==> config.mk <==
export PLATFORM = sky130hd
export DESIGN_NAME = rhs_root_hub_regs
export DESIGN_NICKNAME = d
export VERILOG_FILES = /design/src/rhs_pkg.sv /design/src/rhs_port_power.sv /design/src/rhs_root_hub_regs.sv
export VERILOG_INCLUDE_DIRS = /design/src
export SDC_FILE = /design/constraint.sdc
export NUM_CORES = 1
export LEC_CHECK = 0
export BUFFER_PORTS_ARGS = -buffer_cell sky130_fd_sc_hd__buf_2
export CAP_MARGIN = 20
export CORE_UTILIZATION = 37
export DETAILED_ROUTE_END_ITERATION = 8
export PLACE_DENSITY_LB_ADDON = 0.05
export SYNTH_ARGS = -nofsm -noshare
export SYNTH_HDL_FRONTEND = slang
export SYNTH_SLANG_ARGS = --single-unit
==> constraint.sdc <==
create_clock -name core_clk -period 1.3 [get_ports core_clk]
set_input_delay 0.26 -clock core_clk [delete_from_list [all_inputs] [get_ports core_clk]]
set_output_delay 0.26 -clock core_clk [all_outputs]
set_load 0.005 [all_outputs]
==> src/rhs_params.svh <==
`ifndef RHS_PARAMS_SVH
`define RHS_PARAMS_SVH
//------------------------------------------------------------------------------
// Overview of operation
// - Software loads descriptor-two fields at init; reset values are a build parameter.
// - Descriptor two reads on code 13H and writes on code 93H; the code takes writes on index 13H, and 93H is unmapped.
// - Hub status reads on code 14H and writes on code 94H; the code takes writes on index 14H, and 94H is unmapped.
// - Per-port mode: masked ports obey only per-port power commands, others global.
// - In global switching mode the power-control mask is ignored.
// - Mask bit 0 reserved, bit 1 is port one, bit 2 is port two.
// - Removable flag clear means removable device, set means non-removable.
// - Removable bit 0 reserved, bit 1 is port one, bit 2 is port two.
// - Hub status in lower 16 bits, change flags in upper 16 bits.
// - Switching selection 0 powers all ports together, 1 powers individually.
// - Overcurrent change flag sets on indicator change, write 1 clears.
// - Write 1 to bit 16 powers on, bit 0 powers off, unmasked ports.
// - Wakeup enable makes connect change a resume; bit 15 sets, bit 31 clears.
//------------------------------------------------------------------------------

// Register indices (command codes); byte address is four times the index.
`define RHS_IDX_DESC_TWO      8'h13
`define RHS_IDX_HUB_STATUS    8'h14
`define RHS_IDX_IRQ_STATUS    8'h18
`define RHS_IDX_IRQ_ENABLE    8'h19
`define RHS_IDX_IRQ_CLEAR     8'h1A
`define RHS_IDX_CONTROL       8'h1B
`define RHS_IDX_PORT_POWER    8'h1C
`define RHS_WRITE_CODE_BIT    7

// Descriptor two fields.
`define RHS_MASK_LSB          16
`define RHS_REMOVABLE_LSB     0
`define RHS_DESC_FIELD_W      3

// Hub status fields.
`define RHS_GOFF_BIT          0
`define RHS_OVC_BIT           1
`define RHS_WAKE_EN_BIT       15
`define RHS_GON_BIT           16
`define RHS_OVCC_BIT          17
`define RHS_CLR_WAKE_BIT      31

// Control register fields.
`define RHS_CTL_SEL_BIT       0

// Port power command register fields.
`define RHS_PP_SET_LSB        0
`define RHS_PP_CLR_LSB        4

// Interrupt status fields.
`define RHS_IRQ_OVCC_BIT      0
`define RHS_IRQ_RESUME_BIT    1
`define RHS_IRQ_W             2

// Reset values.
`define RHS_STATUS_RESET      32'h00000000
`define RHS_DESC_RESET        3'h0

`endif

==> src/rhs_pkg.sv <==
`default_nettype none
package rhs_pkg;

    // Bus slave phases.
    typedef enum logic [1:0] {
        RHS_IDLE = 2'b00,
        RHS_ACK  = 2'b01
    } rhs_bus_state_type;

    // Power switching selection.
    typedef enum logic {
        RHS_GLOBAL_SWITCH  = 1'b0,
        RHS_PER_PORT_SWITCH = 1'b1
    } rhs_sel_type;

endpackage
`default_nettype wire

==> src/rhs_port_power.sv <==
`timescale 1ns/1ps
`default_nettype none
`include "rhs_params.svh"

module rhs_port_power #(
    parameter int PORTS = 2
) (
    // Clock and reset.
    input  wire logic             core_clk,
    input  wire logic             reset_n,
    // Mode and mask.
    input  wire logic             per_port_mode,
    input  wire logic [PORTS:0]   port_power_control_mask,
    // Commands, one-cycle pulses.
    input  wire logic             global_on,
    input  wire logic             global_off,
    input  wire logic [PORTS-1:0] port_on,
    input  wire logic [PORTS-1:0] port_off,
    // Port power state.
    output logic      [PORTS-1:0] port_power
);

    //--------------------------------------------------------------------------
    // Per-port power state
    //--------------------------------------------------------------------------

    // In per-port mode each port follows global or per-port commands according to its mask bit; in global mode all follow global.
    always_ff @(posedge core_clk or negedge reset_n) begin
        if (!reset_n) begin
            port_power <= '0;
        end else begin
            for (int p = 0; p < PORTS; p++) begin
                if (per_port_mode && port_power_control_mask[p+1]) begin
                    if (port_on[p])
                        port_power[p] <= 1'b1;
                    else if (port_off[p])
                        port_power[p] <= 1'b0;
                end else begin
                    if (global_on)
                        port_power[p] <= 1'b1;
                    else if (global_off)
                        port_power[p] <= 1'b0;
                end
            end
        end
    end

endmodule
`default_nettype wire

==> src/rhs_root_hub_regs.sv <==
`timescale 1ns/1ps
`default_nettype none
`include "rhs_params.svh"

module rhs_root_hub_regs #(
    parameter int         PORTS       = 2,
    parameter logic [2:0] MASK_RESET  = `RHS_DESC_RESET,
    parameter logic [2:0] REMOV_RESET = `RHS_DESC_RESET
) (
    // Clock and reset.
    input  wire logic             core_clk,
    input  wire logic             reset_n,
    // Avalon-MM slave.
    input  wire logic [9:0]       avs_address,
    input  wire logic             avs_read,
    input  wire logic             avs_write,
    input  wire logic [31:0]      avs_writedata,
    input  wire logic [3:0]       avs_byteenable,
    output logic      [31:0]      avs_readdata,
    output logic                  avs_waitrequest,
    // Hub-side status inputs.
    input  wire logic             global_overcurrent_indicator,
    input  wire logic             connect_status_change,
    input  wire logic             suspended,
    // Hub-side outputs.
    output logic      [PORTS-1:0] port_power,
    output logic                  resume_event,
    output logic                  irq
);

    //--------------------------------------------------------------------------
    // Storage
    //--------------------------------------------------------------------------

    logic [2:0]                port_power_control_mask_reg;
    logic [2:0]                device_removable_flags_reg;
    logic                      remote_wakeup_enable_reg;
    logic                      overcurrent_indicator_change_reg;
    logic                      ovc_prev_reg;
    logic                      power_switching_selection_reg;
    logic [`RHS_IRQ_W-1:0]     irq_status_reg;
    logic [`RHS_IRQ_W-1:0]     irq_enable_reg;
    rhs_pkg::rhs_bus_state_type bus_state_reg;
    logic [31:0]               wr_data;
    logic [7:0]                reg_index;
    logic                      wr_fire;
    logic                      rd_fire;
    logic                      ovc_changed;
    logic                      global_on;
    logic                      global_off;
    logic [PORTS-1:0]          port_on;
    logic [PORTS-1:0]          port_off;
    logic [31:0]               rd_value;

    // Builds the write data with byte enables applied; unenabled lanes are zero.
    function automatic logic [31:0] lane_mask(input logic [31:0] d, input logic [3:0] be);
        lane_mask = d & {{8{be[3]}}, {8{be[2]}}, {8{be[1]}}, {8{be[0]}}};
    endfunction

    // Tests whether a write hits a given register index.
    function automatic logic hit(input logic [7:0] idx, input logic [7:0] want);
        hit = (idx == want);
    endfunction

    //--------------------------------------------------------------------------
    // Avalon-MM slave: one wait cycle, then the answer
    //--------------------------------------------------------------------------

    assign reg_index = avs_address[9:2];
    assign wr_data   = lane_mask(avs_writedata, avs_byteenable);
    assign wr_fire   = avs_write && (bus_state_reg == rhs_pkg::RHS_ACK);
    assign rd_fire   = avs_read && (bus_state_reg == rhs_pkg::RHS_ACK);

    // Waitrequest is low only in the acknowledge cycle of a held request.
    assign avs_waitrequest = !(bus_state_reg == rhs_pkg::RHS_ACK);

    // Steps the bus phase; a request is acknowledged on the second cycle.
    always_ff @(posedge core_clk or negedge reset_n) begin
        if (!reset_n) begin
            bus_state_reg <= rhs_pkg::RHS_IDLE;
        end else begin
            unique case (bus_state_reg)
                rhs_pkg::RHS_IDLE: begin
                    if (avs_read || avs_write)
                        bus_state_reg <= rhs_pkg::RHS_ACK;
                end
                rhs_pkg::RHS_ACK: begin
                    bus_state_reg <= rhs_pkg::RHS_IDLE;
                end
                default: begin
                    bus_state_reg <= rhs_pkg::RHS_IDLE;
                end
            endcase
        end
    end

    //--------------------------------------------------------------------------
    // Read multiplexer
    //--------------------------------------------------------------------------

    // Selects the addressed register; unmapped indices read zero.
    always_comb begin
        rd_value = 32'h00000000;
        unique case (reg_index)
            `RHS_IDX_DESC_TWO: begin
                rd_value[`RHS_MASK_LSB +: 3]      = port_power_control_mask_reg;
                rd_value[`RHS_REMOVABLE_LSB +: 3] = device_removable_flags_reg;
            end
            `RHS_IDX_HUB_STATUS: begin
                rd_value[`RHS_OVC_BIT]     = ovc_prev_reg;
                rd_value[`RHS_WAKE_EN_BIT] = remote_wakeup_enable_reg;
                rd_value[`RHS_OVCC_BIT]    = overcurrent_indicator_change_reg;
            end
            `RHS_IDX_IRQ_STATUS: begin
                rd_value[`RHS_IRQ_W-1:0] = irq_status_reg;
            end
            `RHS_IDX_IRQ_ENABLE: begin
                rd_value[`RHS_IRQ_W-1:0] = irq_enable_reg;
            end
            `RHS_IDX_CONTROL: begin
                rd_value[`RHS_CTL_SEL_BIT] = power_switching_selection_reg;
            end
            default: begin
                rd_value = 32'h00000000;
            end
        endcase
    end

    // Read data are registered and held until the next read.
    always_ff @(posedge core_clk or negedge reset_n) begin
        if (!reset_n)
            avs_readdata <= 32'h00000000;
        else if (avs_read && bus_state_reg == rhs_pkg::RHS_IDLE)
            avs_readdata <= rd_value;
    end

    //--------------------------------------------------------------------------
    // Descriptor two
    //--------------------------------------------------------------------------

    // Mask and removable flags are loaded by software; bit 0 of each is fixed zero.
    always_ff @(posedge core_clk or negedge reset_n) begin
        if (!reset_n) begin
            port_power_control_mask_reg <= MASK_RESET & 3'h6;
            device_removable_flags_reg  <= REMOV_RESET & 3'h6;
        end else if (wr_fire && hit(reg_index, `RHS_IDX_DESC_TWO)) begin
            port_power_control_mask_reg <= wr_data[`RHS_MASK_LSB +: 3] & 3'h6;
            device_removable_flags_reg  <= wr_data[`RHS_REMOVABLE_LSB +: 3] & 3'h6;
        end
    end

    //--------------------------------------------------------------------------
    // Control register: power switching selection
    //--------------------------------------------------------------------------

    // Chooses global or per-port power switching.
    always_ff @(posedge core_clk or negedge reset_n) begin
        if (!reset_n)
            power_switching_selection_reg <= rhs_pkg::RHS_GLOBAL_SWITCH;
        else if (wr_fire && hit(reg_index, `RHS_IDX_CONTROL))
            power_switching_selection_reg <= wr_data[`RHS_CTL_SEL_BIT];
    end

    //--------------------------------------------------------------------------
    // Hub status
    //--------------------------------------------------------------------------

    // Registers the overcurrent level so its changes can be seen.
    always_ff @(posedge core_clk or negedge reset_n) begin
        if (!reset_n)
            ovc_prev_reg <= 1'b0;
        else
            ovc_prev_reg <= global_overcurrent_indicator;
    end

    assign ovc_changed = ovc_prev_reg != global_overcurrent_indicator;

    // Change flag: hardware set wins over a write-one clear.
    always_ff @(posedge core_clk or negedge reset_n) begin
        if (!reset_n)
            overcurrent_indicator_change_reg <= 1'b0;
        else if (ovc_changed)
            overcurrent_indicator_change_reg <= 1'b1;
        else if (wr_fire && hit(reg_index, `RHS_IDX_HUB_STATUS)
                 && wr_data[`RHS_OVCC_BIT])
            overcurrent_indicator_change_reg <= 1'b0;
    end

    // Remote wakeup enable: bit 15 sets, bit 31 clears; clear taken if both.
    always_ff @(posedge core_clk or negedge reset_n) begin
        if (!reset_n) begin
            remote_wakeup_enable_reg <= 1'b0;
        end else if (wr_fire && hit(reg_index, `RHS_IDX_HUB_STATUS)) begin
            if (wr_data[`RHS_CLR_WAKE_BIT])
                remote_wakeup_enable_reg <= 1'b0;
            else if (wr_data[`RHS_WAKE_EN_BIT])
                remote_wakeup_enable_reg <= 1'b1;
        end
    end

    // A connect change while suspended and enabled is a resume event.
    assign resume_event = remote_wakeup_enable_reg && suspended
                          && connect_status_change;

    // Power commands are write-one pulses; zeros do nothing.
    assign global_on  = wr_fire && hit(reg_index, `RHS_IDX_HUB_STATUS)
                        && wr_data[`RHS_GON_BIT];
    assign global_off = wr_fire && hit(reg_index, `RHS_IDX_HUB_STATUS)
                        && wr_data[`RHS_GOFF_BIT];
    assign port_on    = (wr_fire && hit(reg_index, `RHS_IDX_PORT_POWER))
                        ? wr_data[`RHS_PP_SET_LSB +: PORTS] : '0;
    assign port_off   = (wr_fire && hit(reg_index, `RHS_IDX_PORT_POWER))
                        ? wr_data[`RHS_PP_CLR_LSB +: PORTS] : '0;

    //--------------------------------------------------------------------------
    // Port power switching
    //--------------------------------------------------------------------------

    rhs_port_power #(
        .PORTS                   (PORTS)
    ) u_port_power (
        .core_clk                (core_clk),
        .reset_n                 (reset_n),
        .per_port_mode           (power_switching_selection_reg),
        .port_power_control_mask (port_power_control_mask_reg[PORTS:0]),
        .global_on               (global_on),
        .global_off              (global_off),
        .port_on                 (port_on),
        .port_off                (port_off),
        .port_power              (port_power)
    );

    //--------------------------------------------------------------------------
    // Interrupts
    //--------------------------------------------------------------------------

    // Sticky event bits; a new event wins over a write-one clear.
    always_ff @(posedge core_clk or negedge reset_n) begin
        if (!reset_n) begin
            irq_status_reg <= '0;
        end else begin
            for (int i = 0; i < `RHS_IRQ_W; i++) begin
                if ((i == `RHS_IRQ_OVCC_BIT && ovc_changed)
                    || (i == `RHS_IRQ_RESUME_BIT && resume_event))
                    irq_status_reg[i] <= 1'b1;
                else if (wr_fire && hit(reg_index, `RHS_IDX_IRQ_CLEAR) && wr_data[i])
                    irq_status_reg[i] <= 1'b0;
            end
        end
    end

    // Enable register gates the sticky bits onto the interrupt line.
    always_ff @(posedge core_clk or negedge reset_n) begin
        if (!reset_n)
            irq_enable_reg <= '0;
        else if (wr_fire && hit(reg_index, `RHS_IDX_IRQ_ENABLE))
            irq_enable_reg <= wr_data[`RHS_IRQ_W-1:0];
    end

    assign irq = |(irq_status_reg & irq_enable_reg);

endmodule
`default_nettype wire

# Yosys cells after proc, flatten, opt, wreduce, memory -nomap -nowiden
# Index checks and enable logic that the tools add are counted.
dict set report totals {
  in_bits 53
  output_inout_bits 37
  word_cells 83
  register_bits 22
}
dict set report classes {
  eq_ne 12
  n_mux 26
  reduce_logical 30
  bitwise_logic 2
}
# cell count
set ops {}
lappend ops {{== test 8 x 5 -> 1 bit, second input constant} 7}
lappend ops {{bitwise AND 32 bit} 1}
lappend ops {{2-to-1 mux 1 bit} 19}
lappend ops {{logical AND 1 bit} 17}
lappend ops {{2-to-1 mux 2 bit} 4}
lappend ops {{nonzero test 2 bit} 4}
lappend ops {{!= test 3 bit, second input constant} 2}
lappend ops {{AND reduction 2 bit} 3}
lappend ops {{nonzero test 3 bit} 2}
lappend ops {{case mux 1 bit (4 select lines)} 1}
lappend ops {{case mux 1 bit (3 select lines)} 1}
lappend ops {{bitwise AND 2 bit} 1}
lappend ops {{== test 2 x 1 -> 1 bit, second input constant} 1}
lappend ops {{logical NOT 2 bit} 1}
lappend ops {{!= test 2 bit, second input constant} 1}
lappend ops {{case mux 1 bit (2 select lines)} 1}
lappend ops {{OR reduction 2 bit} 1}
lappend ops {{logical NOT 1 bit} 1}
lappend ops {{logical OR 1 bit} 1}
lappend ops {{!= test 1 bit} 1}

# Depth between registers and ports, before layout
dict set report depth {
  ltp_word 7
  ltp_mapped 7
  depth_no_buf 5
}

# Cells and area by module
# Synthesis repeated with hierarchy kept, for this count alone.
dict set report hier_totals {
  cells_unflattened 142
  hier_area_um2 1382.6
}
# mod area_each_um2 seq_area_each_um2 cells_per_inst instances
set modules_own_cells {}
lappend modules_own_cells {rhs_root_hub_regs 1267.5 475.5 128 1}
lappend modules_own_cells {rhs_port_power 115.1 50.0 14 1}

# Least setup slack after synthesis
# OpenSTA, ideal clock, no wires.
dict set report synth_path {
  path_kind {input port to flip-flop}
  from {input port avs_address[7]}
  to {register u_port_power.port_power[1]}
  path_stages 6
  path_buffers 1
  arrival_time_ns 1.655
  setup_ns 0.127
  setup_slack_ns -0.483
  cell_sequence {or4b_4 -> buf_6 -> nor4_2 -> nor3b_1 -> a21bo_2 -> a21oi_2}
}
dict set report synth_between {
  elab_chain_len 5
}
# item line
set synth_lines {}
lappend synth_lines {{from (decl)} rhs_root_hub_regs.sv:14} ;# input wire logic [9:0] avs_address,
lappend synth_lines {{== test 8 x 5 -> 1 bit} rhs_root_hub_regs.sv:62} ;# hit = (idx == want);
lappend synth_lines {{logical AND 1 bit, on equally long branches} n/a}
lappend synth_lines {{2-to-1 mux 2 bit, or another cell as far along} rhs_root_hub_regs.sv:210} ;# assign port_on = (wr_fire && hit(reg_index, `RHS_IDX_PORT_POWER))
lappend synth_lines {{!= test 3 bit (no source line), or another cell as far along} n/a}
lappend synth_lines {{AND reduction 2 bit (no source line) or 2-to-1 mux 1 bit (tied branches)} n/a}
lappend synth_lines {{to (signal, indexed assignment)} rhs_port_power.sv:37} ;# port_power[p] <= 1'b0;
lappend synth_lines {{to (signal, indexed assignment)} rhs_port_power.sv:40} ;# port_power[p] <= 1'b1;
lappend synth_lines {{to (signal, indexed assignment)} rhs_port_power.sv:42} ;# port_power[p] <= 1'b0;
lappend synth_lines {{to (decl)} rhs_port_power.sv:20} ;# output logic [PORTS-1:0] port_power
# Parallel ways exist; a longest one is shown, timed or not.
# A chain may end at the register's enable or synchronous reset.

# Final worst setup path
dict set report layout_path {
  from {input port avs_address[8]}
  to {register irq_enable_reg[0]}
}
dict set report layout_between {
  elab_chain_len 2
}
# item line
set layout_lines {}
lappend layout_lines {{== test 8 x 5 -> 1 bit} rhs_root_hub_regs.sv:62}
lappend layout_lines {{logical AND 1 bit} rhs_root_hub_regs.sv:256} ;# else if (wr_fire && hit(reg_index, `RHS_IDX_IRQ_ENABLE))
lappend layout_lines {{to (signal assigned)} rhs_root_hub_regs.sv:257} ;# irq_enable_reg <= wr_data[`RHS_IRQ_W-1:0];
lappend layout_lines {{to (decl)} rhs_root_hub_regs.sv:42} ;# logic [`RHS_IRQ_W-1:0] irq_enable_reg;
# Every way passes these cells.

==> qor.tcl <==
set qor(syn-mean-instance-area_um2) 9.75
set qor(grt-ovfl-total) 0
set qor(antenna-diode-count) 0
set qor(cell_count_after_synthesis) 131
set qor(worstSetupPathDepth) 5
set qor(wl_um) 2980
set qor(design.die.area_mm2) 0.00369
set qor(numPortBuffers) 39
set qor(post_detailed_placement_half_perimeter_wirelength_um) 2370
set qor(worst_setup_path_start_kind) {primary input}
set qor(clock_power_share_pct) 26.0
set qor(floorplan.initialDensity_pct) 40.5
set qor(cp.buffers_inverters) 1
set qor(switching_power_w) 0.000340
set qor(rows) 20
set qor(power.density_cell_area_mw_per_mm2) 723
set qor(final_max_slew_viol_count) 0
set qor(share_comb_of_total_power_pct) 18.0
set qor(pre_cts_slack_ns) -0.627
set qor(route.vias.total) 1104
set qor(postLayoutCellArea_mm2) 0.00169
set qor(clock_tree_root_buffer_cell) {clkbuf_4}
set qor(cp-end-kind) {flip-flop}
set qor(layout.cells.most_common_list) {buf_2 (38), conb_1 (26), dfrtp_1 (21)}
set qor(h-tree-depth) 1
set qor(crit_arrival_ns) 1.68
set qor(power.leakage_nw) 0.869
set qor(seq_area_frac_synth_pct) 41.1
set qor(gp_congestion) 0.740
set qor(layout.core_utilization_pct) 53.7
set qor(drtAntennaViolNets) 0
set qor(numPlacedInstances) 224
set qor(mappedNetlistArea_mm2) 0.00128
set qor(die-width_um) 60.8
set qor(timing.final.crit_period_ns) 1.49
set qor(initial_drt_pass_iterations) 4
set qor(cts_buf_count) 3
set qor(failed_checks) {setup timing}
set qor(drive_above_1_share_pct) 46.3
set qor(worst_skew_pair.late_latency_ns) 0.30
set qor(ff2ff_path_depth) 4
set qor(number_of_vias_per_cell_after_detailed_routing) 4.76
set qor(timing.hold.worst.class) {in2reg}
set qor(layout.cells.non_filler) 232
set qor(final-hold-violation-count) 0
set qor(fmax_mhz) 673
set qor(netSwitchingFraction_pct) 27.8
set qor(final_net_count) 242
set qor(tritoncts_num_sinks) 21
set qor(route.detailed.drc) 0
set qor(flip_flop_count_of_the_largest_register_after_layout) 6
set qor(setup_ws_ns) -0.185
set qor(hold_path_depth) 1
set qor(die_h_um) 60.8
set qor(maxCapViolations) 0
set qor(fin_crit_sh_pct) 114
set qor(registers.top_by_ff_count) {avs_readdata}
set qor(timing.critical_path.required_ns) 1.50
set qor(wire_per_inst_um) 12.8
set qor(critical-path-max-stage-delay_ns) 0.60
set qor(yosysWarningCount) 0
set qor(critical_path.max_fanout) 4
set qor(areaGrowthSynthToFinish_pct) 32.6
set qor(synthDistinctLibCells) 36
set qor(cts_tree) {done}
set qor(first_global_vias) 1078
set qor(cpMaxStageDelayCell) {or4b_4}
set qor(fp.coreArea_mm2) 0.00315
set qor(grt_max_degree) 22
set qor(initial_antenna_violation_count) 0
set qor(io_pins) 90
set qor(final_common_cell) {buf_2}
set qor(path_clk_slew_ns) 0.12
set qor(critPathTopFamily) {simple AND/OR/NAND/NOR gates}
set qor(seq_power_share_pct) 56.0
set qor(peakVddDrop_mv) 0.350
set qor(clock_skew_ns) 0.00455
set qor(setup-violations-final) 14
set qor(grt_pass1_wl_um) 4750
set qor(power_internal_w) 0.000884
set qor(post_dp_cell_area_mm2) 0.00154
set qor(rsz0062_at_grt) {true}
set qor(run_status) {complete, but fails checks}
set qor(track_usage_pct) 17.5
set qor(crit_path_cell_trace) {buf_6 > or4b_4 > nor3_4 > and3b_2 > mux2_4}
set qor(critPathKind) {in2reg}
set qor(yosys_reg_bits) 21
set qor(num-fill-cells) 322
set qor(first_iter_violations) 27
set qor(clock_path_buffers) 2
==> per-layer routing <==
metal	vias up	share of wire, %	global-route usage [%]
li1	529	-	-
met1	528	44	22.8
met2	43	49	29.7
met5	-	0	0
met4	0	1.2	5.84
met3	4	5.6	2.77
==> cell usage after synthesis <==
library cell | number | share of area (%)
o2111ai_1 | 1 | 0.69
nor3_2 | 1 | 0.78
conb_1 | 1 | 0.29
inv_1 | 4 | 1.2
nor3b_1 | 2 | 1.2
nand2_1 | 16 | 4.7
nand2b_1 | 2 | 0.98
a221o_1 | 1 | 0.78
mux2_2 | 4 | 3.5
o221ai_1 | 1 | 0.69
clkbuf_1 | 1 | 0.29
nand3_1 | 7 | 2.7
o21ai_0 | 3 | 1.2
buf_4 | 27 | 16
and2_1 | 3 | 1.5
o41ai_1 | 1 | 0.69
a22o_1 | 4 | 2.7
o31ai_1 | 2 | 1.2
nand4_1 | 1 | 0.49
nor2_1 | 7 | 2.1
dfrtp_1 | 21 | 41
buf_6 | 1 | 0.88
nor3_1 | 2 | 0.78
or4b_4 | 1 | 1.1
a32o_1 | 3 | 2.4
o211ai_1 | 1 | 0.59
mux2i_1 | 2 | 1.6
nor4_2 | 1 | 0.98
nor4_4 | 1 | 1.7
xnor2_1 | 1 | 0.69
a31oi_1 | 3 | 1.5
a21bo_2 | 1 | 0.78
a21oi_2 | 1 | 0.69
or3b_2 | 1 | 0.69
and3b_1 | 1 | 0.69
and3_1 | 1 | 0.49
==> through the flow <==
stage	hold WS (ns)	total power (W)	TNS, ns
after CTS	0.0784	0.00123	-1.48
after global routing	0.0707	0.00130	-2.10
after global placement	0.250	0.000887	-7.71
after detailed placement	0.257	0.000891	-8.15
final	0.0899	0.00122	-1.54
after floorplan	-0.0356	0.000833	-4.48
==> area by class of cell <==
| class | instances | area, um^2 | area share [%] |
|---|---|---|---|
| sequential | 21 | 526 | 31.0 |
| multi-input combinational | 102 | 722 | 42.6 |
| inverter | 4 | 15.0 | 0.886 |
| clock buffer | 4 | 26.3 | 1.55 |
| timing repair buffer | 57 | 350 | 20.7 |
| tap | 44 | 55.1 | 3.25 |
==> kinds of logic after synthesis <==
group / share of synthesized area (%)
XOR/XNOR: 0.686
buffers and inverters: 18.2
multiplexers: 5.09
other: 0.294
AO/OA/AOI/OAI: 13.8
AND/OR/NAND/NOR: 20.8
flip-flops: 41.1
==> final timing paths <==
check	from	endpoint	slack [ns]
setup / recovery	avs_address[8]	irq_enable_reg[0]	-0.19
hold / removal	global_overcurrent_indicator	ovc_prev_reg	0.09
setup reg to reg	bus_state_reg[0]	irq_enable_reg[0]	-0.13
hold reg to reg	avs_readdata[0]	avs_readdata[0]	0.50
max in group asynchronous	reset_n	avs_readdata[0]	0.55
min in group asynchronous	reset_n	ovc_prev_reg	0.43
==> power groups by stage <==
stage | clock (W) | combinational [W] | sequential, W
after global placement | 0 | 0.000192 | 0.000696
after detailed placement | 0 | 0.000195 | 0.000696
final | 0.000318 | 0.000220 | 0.000686
after CTS | 0.000336 | 0.000210 | 0.000685
after floorplan | 0 | 0.000140 | 0.000692
after global routing | 0.000362 | 0.000248 | 0.000688
==> repair_timing <==
item,4_1_cts,5_1_grt
setup endpoints to repair,15,17
gates resized for setup,13,10
hold buffers,1,0
setup buffers,1,2
pin swaps,10,2
hold endpoints to repair,21,0
(Power assumes the default switching activity.)
